==> config.mk <==
export PLATFORM = sky130hd
export DESIGN_NAME = pae_accumulator
export DESIGN_NICKNAME = d
export VERILOG_FILES = /design/src/pkg/pae_pkg.sv /design/src/rtl/pae_accumulator.sv /design/src/rtl/pae_divider.sv
export SDC_FILE = /design/constraint.sdc
export NUM_CORES = 2
export LEC_CHECK = 0
export BUFFER_PORTS_ARGS = -buffer_cell sky130_fd_sc_hd__buf_2
export CORE_MARGIN = 2
export CORE_UTILIZATION = 45
export DETAILED_ROUTE_END_ITERATION = 10
export HOLD_SLACK_MARGIN = 0.05
export PLACE_DENSITY_LB_ADDON = 0.05
export REMOVE_ABC_BUFFERS = 1
export SYNTH_ARGS = -nofsm -noshare
export SYNTH_HDL_FRONTEND = slang
export SYNTH_SLANG_ARGS = --single-unit
==> constraint.sdc <==
create_clock -name clk_in -period 37.7 [get_ports clk_in]
set_input_delay 11.31 -clock clk_in [delete_from_list [all_inputs] [get_ports clk_in]]
set_output_delay 11.31 -clock clk_in [all_outputs]
set_load 0.02 [all_outputs]
==> src/pkg/pae_pkg.sv <==
package pae_pkg;
  // Datapath widths
  localparam int SAMP_W = 16;
  localparam int TERM_W = 34;
  localparam int ACC_W = 54;
  localparam int EN_W = 24;
  localparam int DIV_W = 8;
  localparam int CF_W = 12;
  localparam int ADDR_W = 4;

  // Register offsets
  localparam logic [3:0] OFS_ENERGY = 4'h0;
  localparam logic [3:0] OFS_ENERGY_RC = 4'h1;
  localparam logic [3:0] OFS_DIVISOR = 4'h2;
  localparam logic [3:0] OFS_MODE = 4'h3;
  localparam logic [3:0] OFS_PULSE_NUM = 4'h4;
  localparam logic [3:0] OFS_PULSE_DEN = 4'h5;
  localparam logic [3:0] OFS_IRQ_EN = 4'h6;
  localparam logic [3:0] OFS_IRQ_STAT = 4'h7;

  // Field positions
  localparam int MODE_FORM_HI = 7;
  localparam int MODE_FORM_LO = 6;
  localparam int MODE_TERM_A = 5;
  localparam int MODE_TERM_B = 4;
  localparam int MODE_TERM_C = 3;
  localparam int REV_LO = 12;
  localparam int REV_HI = 14;
  localparam int HALF_FULL_BIT = 0;

  // Reset values and mode write mask
  localparam logic [7:0] MODE_RST = 8'h38;
  localparam logic [7:0] MODE_MASK = 8'hf8;
  localparam logic [7:0] DIVISOR_RST = 8'h00;
  localparam logic [11:0] PULSE_NUM_RST = 12'h000;
  localparam logic [11:0] PULSE_DEN_RST = 12'h000;
  localparam logic IRQ_EN_RST = 1'b0;

  // Formula codes
  localparam logic [1:0] FORM_SUM = 2'h0;
  localparam logic [1:0] FORM_DIFF = 2'h1;
  localparam logic [1:0] FORM_MIXED = 2'h2;

  // One accumulation every four input clocks
  localparam int ACC_PERIOD_CYC = 4;
  localparam logic [1:0] ACC_LAST = 2'(ACC_PERIOD_CYC - 1);

  typedef enum logic [1:0] {
    PAE_DIV_IDLE = 2'b01,
    PAE_DIV_RUN = 2'b10
  } pae_div_state_type;
endpackage

==> src/rtl/pae_accumulator.sv <==
// How it works
// RL1 - Reverse bits 12..14 of pulse numerator register show phase A/B/C sign.
// RL2 - A phase is reverse when its active power is negative.
// RL3 - An excluded phase always reports zero in its reverse bit.
// RL4 - Mode bit 5 enables phase A term and its reverse reporting.
// RL5 - Mode bits 7:6 select the total power formula.
// RL6 - Each term enable includes its term, or zero when cleared.
// RL7 - Formula 0 sums all; 1 uses A-B and C-B; 2 uses A-B and C.
// RL8 - Current operands are gain corrected, high-pass filtered samples.
// RL9 - Total power integrates into a hidden 54-bit accumulator.
// RL10 - One sample is added every four input clocks.
// RL11 - Accumulation is signed; negative power lowers energy.
// RL12 - Accumulator divided by 8-bit divisor; zero acts as one.
// RL13 - Readable energy is upper 24 bits of the quotient.
// RL14 - Clear-on-read returns value then clears the accumulator.
// RL15 - Plain read returns value, accumulator untouched.
// RL16 - Energy value wraps through full scale in both directions; here it wraps at full scale divided by the divisor (zero as one).
// RL17 - Enabled interrupt when energy reaches half full scale.
// RL18 - Host keeps phase gains default in formula 0, calibrates watt gain.
// RL19 - Host picks formula and enables matching the wiring.
// RL20 - One internal pulse per energy LSB, scaled by numerator/denominator.
// RL21 - A sample arriving with a clear-on-read is kept after the clear.
`timescale 1ns/1ps
module pae_accumulator (
  input wire logic clk_in,
  input wire logic rst_n_in,
  input wire logic [pae_pkg::SAMP_W-1:0] volt_a_in,
  input wire logic [pae_pkg::SAMP_W-1:0] volt_b_in,
  input wire logic [pae_pkg::SAMP_W-1:0] volt_c_in,
  input wire logic [pae_pkg::SAMP_W-1:0] cur_a_in,
  input wire logic [pae_pkg::SAMP_W-1:0] cur_b_in,
  input wire logic [pae_pkg::SAMP_W-1:0] cur_c_in,
  input wire logic [pae_pkg::ADDR_W-1:0] reg_addr_in,
  input wire logic reg_rd_in,
  input wire logic reg_wr_in,
  input wire logic [pae_pkg::EN_W-1:0] reg_wdata_in,
  output logic [pae_pkg::EN_W-1:0] reg_rdata_out,
  output logic reg_rvalid_out,
  output logic half_full_irq_out,
  output logic cf_pulse_out
);
  import pae_pkg::*;

  typedef struct packed {
    logic [1:0] cnt;
    logic [ACC_W-1:0] acc;
    logic [EN_W-1:0] energy;
    logic [7:0] mode;
    logic [DIV_W-1:0] divisor;
    logic [CF_W-1:0] pulse_num;
    logic [CF_W-1:0] pulse_den;
    logic irq_en;
    logic hf_stat;
    logic hf_prev;
    logic [2:0] rev;
    logic [EN_W-1:0] rdata;
    logic rvalid;
    logic div_start;
    logic [EN_W:0] pend;
    logic [CF_W:0] cf_acc;
    logic cf_pulse;
    logic irq;
  } pae_acc_st_type;

  localparam pae_acc_st_type ST_RST = '{
    mode: MODE_RST,
    divisor: DIVISOR_RST,
    pulse_num: PULSE_NUM_RST,
    pulse_den: PULSE_DEN_RST,
    irq_en: IRQ_EN_RST,
    div_start: 1'b1,
    default: '0
  };

  pae_acc_st_type st_r;
  pae_acc_st_type st_nxt;

  function automatic logic signed [TERM_W-1:0] sx(input logic [SAMP_W-1:0] v);
    sx = {{(TERM_W - SAMP_W){v[SAMP_W-1]}}, v};
  endfunction

  function automatic logic hit(input logic [ADDR_W-1:0] a, input logic [3:0] ofs);
    hit = (a == ofs);
  endfunction

  logic signed [TERM_W-1:0] pwr_a;
  logic signed [TERM_W-1:0] pwr_b;
  logic signed [TERM_W-1:0] pwr_c;
  logic signed [TERM_W-1:0] term_a;
  logic signed [TERM_W-1:0] term_b;
  logic signed [TERM_W-1:0] term_c;
  logic signed [TERM_W-1:0] total;
  logic [ACC_W-1:0] total_ext;
  logic [1:0] form;
  logic en_a;
  logic en_b;
  logic en_c;
  logic sum_form;
  logic add_now;
  logic rd_plain;
  logic rd_clear;
  logic rd_stat;
  logic hf_now;
  logic [DIV_W-1:0] div_eff;
  logic [ACC_W-1:0] div_q;
  logic div_done;

  // Operands already carry gain correction and high-pass filtering see RL8
  assign pwr_a = sx(volt_a_in) * sx(cur_a_in);
  assign pwr_b = sx(volt_b_in) * sx(cur_b_in);
  assign pwr_c = sx(volt_c_in) * sx(cur_c_in);

  assign form = st_r.mode[MODE_FORM_HI:MODE_FORM_LO]; // see RL5
  assign en_a = st_r.mode[MODE_TERM_A]; // see RL4
  assign en_b = st_r.mode[MODE_TERM_B];
  assign en_c = st_r.mode[MODE_TERM_C];
  assign sum_form = (form != FORM_DIFF) && (form != FORM_MIXED);

  // Formula selection with per-term enables see RL6 see RL7
  assign term_a = !en_a ? '0 :
                  sum_form ? pwr_a : sx(volt_a_in) * (sx(cur_a_in) - sx(cur_b_in));
  assign term_b = (en_b && sum_form) ? pwr_b : '0;
  assign term_c = !en_c ? '0 :
                  (form == FORM_DIFF) ? sx(volt_c_in) * (sx(cur_c_in) - sx(cur_b_in)) :
                  pwr_c;
  assign total = term_a + term_b + term_c;
  assign total_ext = {{(ACC_W - TERM_W){total[TERM_W-1]}}, total};

  assign add_now = (st_r.cnt == ACC_LAST); // see RL10
  assign rd_plain = reg_rd_in && hit(reg_addr_in, OFS_ENERGY);
  assign rd_clear = reg_rd_in && hit(reg_addr_in, OFS_ENERGY_RC);
  assign rd_stat = reg_rd_in && hit(reg_addr_in, OFS_IRQ_STAT);
  assign hf_now = st_r.energy[EN_W-1] ^ st_r.energy[EN_W-2];
  assign div_eff = (st_r.divisor == '0) ? 8'h01 : st_r.divisor; // see RL12

  pae_divider #(
    .N_W(ACC_W),
    .D_W(DIV_W)
  ) u_divider (
    .clk_in(clk_in),
    .rst_n_in(rst_n_in),
    .start_in(st_r.div_start),
    .num_in(st_r.acc),
    .den_in(div_eff),
    .quot_out(div_q),
    .done_out(div_done)
  );

  always_comb begin
    logic [EN_W-1:0] delta;
    logic [EN_W-1:0] mag;
    logic [CF_W:0] cf_sum;
    logic [CF_W-1:0] num_eff;
    logic [CF_W-1:0] den_eff;
    delta = '0;
    mag = '0;
    cf_sum = '0;
    num_eff = (st_r.pulse_num == '0) ? 12'h001 : st_r.pulse_num;
    den_eff = (st_r.pulse_den == '0) ? 12'h001 : st_r.pulse_den;
    st_nxt = st_r;
    st_nxt.cnt = st_r.cnt + 2'h1;
    st_nxt.cf_pulse = 1'b0;

    // Signed integration, wrapping in two's complement see RL9 see RL11
    if (rd_clear) begin
      st_nxt.acc = add_now ? total_ext : '0; // see RL14 see RL21
    end else if (add_now) begin
      st_nxt.acc = st_r.acc + total_ext; // see RL16
    end

    // Quotient restarts after each result and after a clear
    // A result finishing just after a clear is stale and dropped see RL14
    st_nxt.div_start = div_done || rd_clear;
    if (rd_clear) begin
      st_nxt.energy = '0;
    end else if (div_done && !st_r.div_start) begin
      st_nxt.energy = div_q[ACC_W-1:ACC_W-EN_W]; // see RL13
      delta = st_nxt.energy - st_r.energy;
      mag = delta[EN_W-1] ? -delta : delta;
    end

    // One internal pulse per energy LSB, then rate scaling see RL20
    if (st_r.pend != '0) begin
      st_nxt.pend = st_r.pend + {1'b0, mag} - 25'h0000001;
      cf_sum = st_r.cf_acc + {1'b0, num_eff};
      if (cf_sum >= {1'b0, den_eff}) begin
        st_nxt.cf_acc = cf_sum - {1'b0, den_eff};
        st_nxt.cf_pulse = 1'b1;
      end else begin
        st_nxt.cf_acc = cf_sum;
      end
    end else begin
      st_nxt.pend = st_r.pend + {1'b0, mag};
    end

    // Reverse power follows sign, forced low when phase excluded see RL1 see RL2 see RL3
    st_nxt.rev[0] = en_a && pwr_a[TERM_W-1];
    st_nxt.rev[1] = en_b && pwr_b[TERM_W-1];
    st_nxt.rev[2] = en_c && pwr_c[TERM_W-1];

    // Half-full flag; a new crossing beats the clearing read see RL17
    st_nxt.hf_prev = hf_now;
    st_nxt.hf_stat = (hf_now && !st_r.hf_prev) || (st_r.hf_stat && !rd_stat);
    st_nxt.irq = st_r.irq_en && st_nxt.hf_stat;

    st_nxt.rvalid = reg_rd_in;
    if (reg_rd_in) begin
      case (reg_addr_in)
        OFS_ENERGY: st_nxt.rdata = st_r.energy; // see RL15
        OFS_ENERGY_RC: st_nxt.rdata = st_r.energy; // see RL14
        OFS_DIVISOR: st_nxt.rdata = {16'h0000, st_r.divisor};
        OFS_MODE: st_nxt.rdata = {16'h0000, st_r.mode};
        OFS_PULSE_NUM: st_nxt.rdata = {9'h000, st_r.rev, st_r.pulse_num}; // see RL1
        OFS_PULSE_DEN: st_nxt.rdata = {12'h000, st_r.pulse_den};
        OFS_IRQ_EN: st_nxt.rdata = {23'h000000, st_r.irq_en};
        OFS_IRQ_STAT: st_nxt.rdata = {23'h000000, st_r.hf_stat};
        default: st_nxt.rdata = '0;
      endcase
    end

    if (reg_wr_in) begin
      case (reg_addr_in)
        OFS_DIVISOR: st_nxt.divisor = reg_wdata_in[DIV_W-1:0];
        OFS_MODE: st_nxt.mode = reg_wdata_in[7:0] & MODE_MASK;
        OFS_PULSE_NUM: st_nxt.pulse_num = reg_wdata_in[CF_W-1:0];
        OFS_PULSE_DEN: st_nxt.pulse_den = reg_wdata_in[CF_W-1:0];
        OFS_IRQ_EN: st_nxt.irq_en = reg_wdata_in[HALF_FULL_BIT];
        default: st_nxt.irq_en = st_r.irq_en;
      endcase
    end
  end

  always_ff @(posedge clk_in) begin
    if (!rst_n_in) begin
      st_r <= ST_RST;
    end else begin
      st_r <= st_nxt;
    end
  end

  assign reg_rdata_out = st_r.rdata;
  assign reg_rvalid_out = st_r.rvalid;
  assign half_full_irq_out = st_r.irq;
  assign cf_pulse_out = st_r.cf_pulse;
endmodule // pae_accumulator

==> src/rtl/pae_divider.sv <==
`timescale 1ns/1ps
module pae_divider #(
  parameter int N_W = 54,
  parameter int D_W = 8
) (
  input wire logic clk_in,
  input wire logic rst_n_in,
  input wire logic start_in,
  input wire logic [N_W-1:0] num_in,
  input wire logic [D_W-1:0] den_in,
  output logic [N_W-1:0] quot_out,
  output logic done_out
);
  import pae_pkg::*;

  typedef struct packed {
    pae_div_state_type phase;
    logic [6:0] cnt;
    logic [D_W:0] rem;
    logic [N_W-1:0] q;
    logic [D_W-1:0] den;
    logic neg;
    logic [N_W-1:0] quot;
    logic done;
  } pae_div_st_type;

  pae_div_st_type st_r;
  pae_div_st_type st_nxt;

  // Signed restoring division, one quotient bit per clock; start restarts
  always_comb begin
    logic [D_W:0] sh;
    logic [N_W-1:0] qn;
    sh = '0;
    qn = '0;
    st_nxt = st_r;
    st_nxt.done = 1'b0;
    if (start_in) begin
      st_nxt.phase = PAE_DIV_RUN;
      st_nxt.neg = num_in[N_W-1];
      st_nxt.q = num_in[N_W-1] ? -num_in : num_in;
      st_nxt.rem = '0;
      st_nxt.den = den_in;
      st_nxt.cnt = 7'(N_W);
    end else begin
      case (st_r.phase)
        PAE_DIV_RUN: begin
          sh = {st_r.rem[D_W-1:0], st_r.q[N_W-1]};
          if (sh >= {1'b0, st_r.den}) begin
            st_nxt.rem = sh - {1'b0, st_r.den};
            qn = {st_r.q[N_W-2:0], 1'b1};
          end else begin
            st_nxt.rem = sh;
            qn = {st_r.q[N_W-2:0], 1'b0};
          end
          st_nxt.q = qn;
          st_nxt.cnt = st_r.cnt - 7'h01;
          if (st_r.cnt == 7'h01) begin
            st_nxt.phase = PAE_DIV_IDLE;
            st_nxt.done = 1'b1;
            st_nxt.quot = st_r.neg ? -qn : qn;
          end
        end
        default: st_nxt.phase = PAE_DIV_IDLE;
      endcase
    end
  end

  always_ff @(posedge clk_in) begin
    if (!rst_n_in) begin
      st_r <= '{phase: PAE_DIV_IDLE, den: 8'h01, default: '0};
    end else begin
      st_r <= st_nxt;
    end
  end

  assign quot_out = st_r.quot;
  assign done_out = st_r.done;
endmodule // pae_divider

==> results.sh <==
export IMPL_ys_types=92
export IMPL_routabilityCongestion=0.869
export IMPL_die_w_um=414
export IMPL_hold_path_class="register to register"
export IMPL_grt_antenna_before_repair=5
export IMPL_critPathArrivalTime_ns=27.25
export IMPL_clock_latency_ns=0.57
export IMPL_crit_buf_inv=6
export IMPL_timing_rr_end="st_r[188]"
export IMPL_hold_depth=1
export IMPL_r2r_start="form[1]"
export IMPL_crit_fanout=27
export IMPL_synth_enable_flop_cells=0
export IMPL_ff2ff_setup_slack_ns=28.85
export IMPL_crit_top_cell="o21ai_0"
export IMPL_slew_headroom=0.180
export IMPL_fp_dieH_um=414
export IMPL_critPathLaunchType="primary input"
export IMPL_critPathTopFamily="compound AO/OA/AOI/OAI gates"
export IMPL_yosysWarningCount=0
export IMPL_syn_avg_cell_area_um2=8.37
export IMPL_wirelength_um=210000
export IMPL_numCtsBuffers=34
export IMPL_syn_area_um2=75700
export IMPL_maxCapViolCount=0
export IMPL_netlist_top_cells_area="fa_1, ha_1, inv_1"
export IMPL_fin_nets=11000
export IMPL_hp_start="st_r[190]"
export IMPL_synth_top_cell_by_area="fa_1"
export IMPL_synth_top_area_share=0.365
export IMPL_cts_root_buf="clkbuf_16"
export IMPL_grt_max_degree=92
export IMPL_cts_tree="built"
export IMPL_via_count=59300
export IMPL_cts_hold_buf=0
export IMPL_post_route_drc_count=0
export IMPL_drv_slew=0
export IMPL_dp_final_hpwl_um=168000
export IMPL_crit_path_end_kind="register"
export IMPL_postLayoutCoreUtil=0.476
export IMPL_holdPathEnd="st_r[190]"
export IMPL_io_buffers=142
export IMPL_fin_worst_skew_ns=0.0330
export IMPL_core_um2=167000
export IMPL_whs_ns=0.421
export IMPL_setup_viol=0
export IMPL_final_hold_violation_count=0
export IMPL_stdcell_area_um2=79500
export IMPL_first_pass_iters=8
export IMPL_max_clock_path_buffers=3
export IMPL_status="complete, no violations"
export IMPL_crit_slowest_cell="a41oi_2"
export IMPL_post_cts_buffers=0
export IMPL_critPathRequiredTime_ns=38.13
export IMPL_cts_sinks=294
export IMPL_areaGrowthSynthToFinish_pct=5.07
export IMPL_grt_total_usage=0.250
export IMPL_rsz0062_at_grt="false"
export IMPL_clkSlewWorstSetupHoldPaths_ns=0.06
export IMPL_async_flop_share=0
export IMPL_ctsHtreeMaxLevel=2
export IMPL_fin_crit_ns=26.81
export IMPL_multi_input_area_um2=62000
export IMPL_seq_area_frac_synth=0.0778
export IMPL_placed_area_um2=78300
export IMPL_die_area_um2=171000
export IMPL_ctsResizeCount=0
export IMPL_seq_area_um2=5890
export IMPL_reg2reg_depth=29
export IMPL_ant_nets=0
export IMPL_routed_via_density=5.33
export IMPL_drive_gt1_frac=0.0429
export IMPL_cpPeakStageDelay_ns=0.99
export IMPL_path_class="primary input to register"
export IMPL_overflow=0
export IMPL_synth_seq_cells=294
export IMPL_wl_per_cell_um=18.9
export IMPL_grt_pass1_vias=61800
export IMPL_grt_pass1_wl_um=343000
export IMPL_num_fill_cells=16600
export IMPL_fmax_mhz=37.3
export IMPL_ios=155
export IMPL_synth_flop_cell="dfxtp_1"
export IMPL_start_util=0.453
export IMPL_setup_tns_ns=0
export IMPL_rows=150
export IMPL_worstMarginPinSlew_ns=1.23
export IMPL_fin_crit_sh=0.711
export IMPL_syn_instance_count=9045
export IMPL_first_iter_violations=3294
[metrics by stage]
stage | setup slack, ns | cells
5_1_grt | 9.48 | 11100
6_report | 10.89 | 11100
3_3_place_gp | 10.61 | 11100
4_1_cts | 10.99 | 11100
2_1_floorplan | 13.41 | 8630
3_5_place_dp | 10.45 | 11100
[registers in the layout, indices dropped and copies added, names as in the netlist]
| register | flops |
|---|---|
| st_r | 157 |
| reg_rdata_out | 24 |
| u_divider.st_r | 80 |
| u_divider.quot_out | 24 |
| en_b | 1 |
| u_divider.done_out | 1 |
| form | 2 |
| en_c | 1 |
| cf_pulse_out | 1 |
| half_full_irq_out | 1 |
| en_a | 1 |
| reg_rvalid_out | 1 |
[cells in the mapped netlist, types with 49 or more instances]
cell and number:
a21oi_1 454, nand3_1 87, xor2_1 146, clkbuf_1 378, inv_1 1672, mux2i_1 50
nand2b_1 118, nor2_1 423, a21o_1 138, and2_1 511, or3_1 49, fa_1 1380
xnor2_1 277, nor3_1 66, ha_1 618, nor2b_1 96, a211oi_1 78, dfxtp_1 294
nand2_1 1230, o21ai_0 274
[final cells by class]
class,count,area share
flip-flops and latches,294,0.0741
well taps,2204,0.0347
repair buffers,230,0.0172
multi-input cells,6662,0.780
clock buffers,42,0.0118
inverters,1674,0.0791
diodes,2,0.0000630
clock inverters,17,0.00318
[routing by layer]
layer  up-vias  track usage  routed length [µm]
li1      28100            -                   -
met1     29900        0.327               91300
met2      1092        0.441              104000
met3       213       0.0166                7460
met4         6       0.0770                7440
met5         -            0                  35
[cell usage in the layout, fill, tap and decap left out, types with 138 or more instances in the layout]
cell type | netlist | routed
inv_1 | 1672 | 1671
fa_1 | 1380 | 1380
nand2_1 | 1230 | 1230
ha_1 | 618 | 617
and2_1 | 511 | 511
a21oi_1 | 454 | 454
nor2_1 | 423 | 421
dfxtp_1 | 294 | 292
o21ai_0 | 274 | 274
xnor2_1 | 277 | 271
xor2_1 | 146 | 143
buf_2 | 1 | 142
a21o_1 | 138 | 138
[worst max-delay path by stage]
stage	from	to	cells after the start
floorplan	cur_b_in[2]	st_r[187]	54
global placement	cur_b_in[2]	st_r[187]	55
detailed placement	cur_b_in[2]	st_r[183]	55
CTS	cur_b_in[2]	st_r[183]	55
global route	cur_b_in[2]	st_r[185]	55
finish	cur_b_in[2]	st_r[183]	55
[kinds of logic (layout without fill, tap and decap cells)]
kind of cell	count (synthesis)	in the layout	share of synthesized area
AND/OR/NAND/NOR	2800	2800	0.177
flip-flops	294	294	0.0778
adder cells (fa/ha/maj)	1998	1998	0.467
multiplexers	60	60	0.00810
other	0	2	0
XOR/XNOR	423	423	0.0490
buffers and inverters	2089	1963	0.105
AO/OA/AOI/OAI	1381	1381	0.116
Power is left out: the tool's default activity adds up to more than one toggle a clock period on the data nets, which glitch-free logic cannot reach.
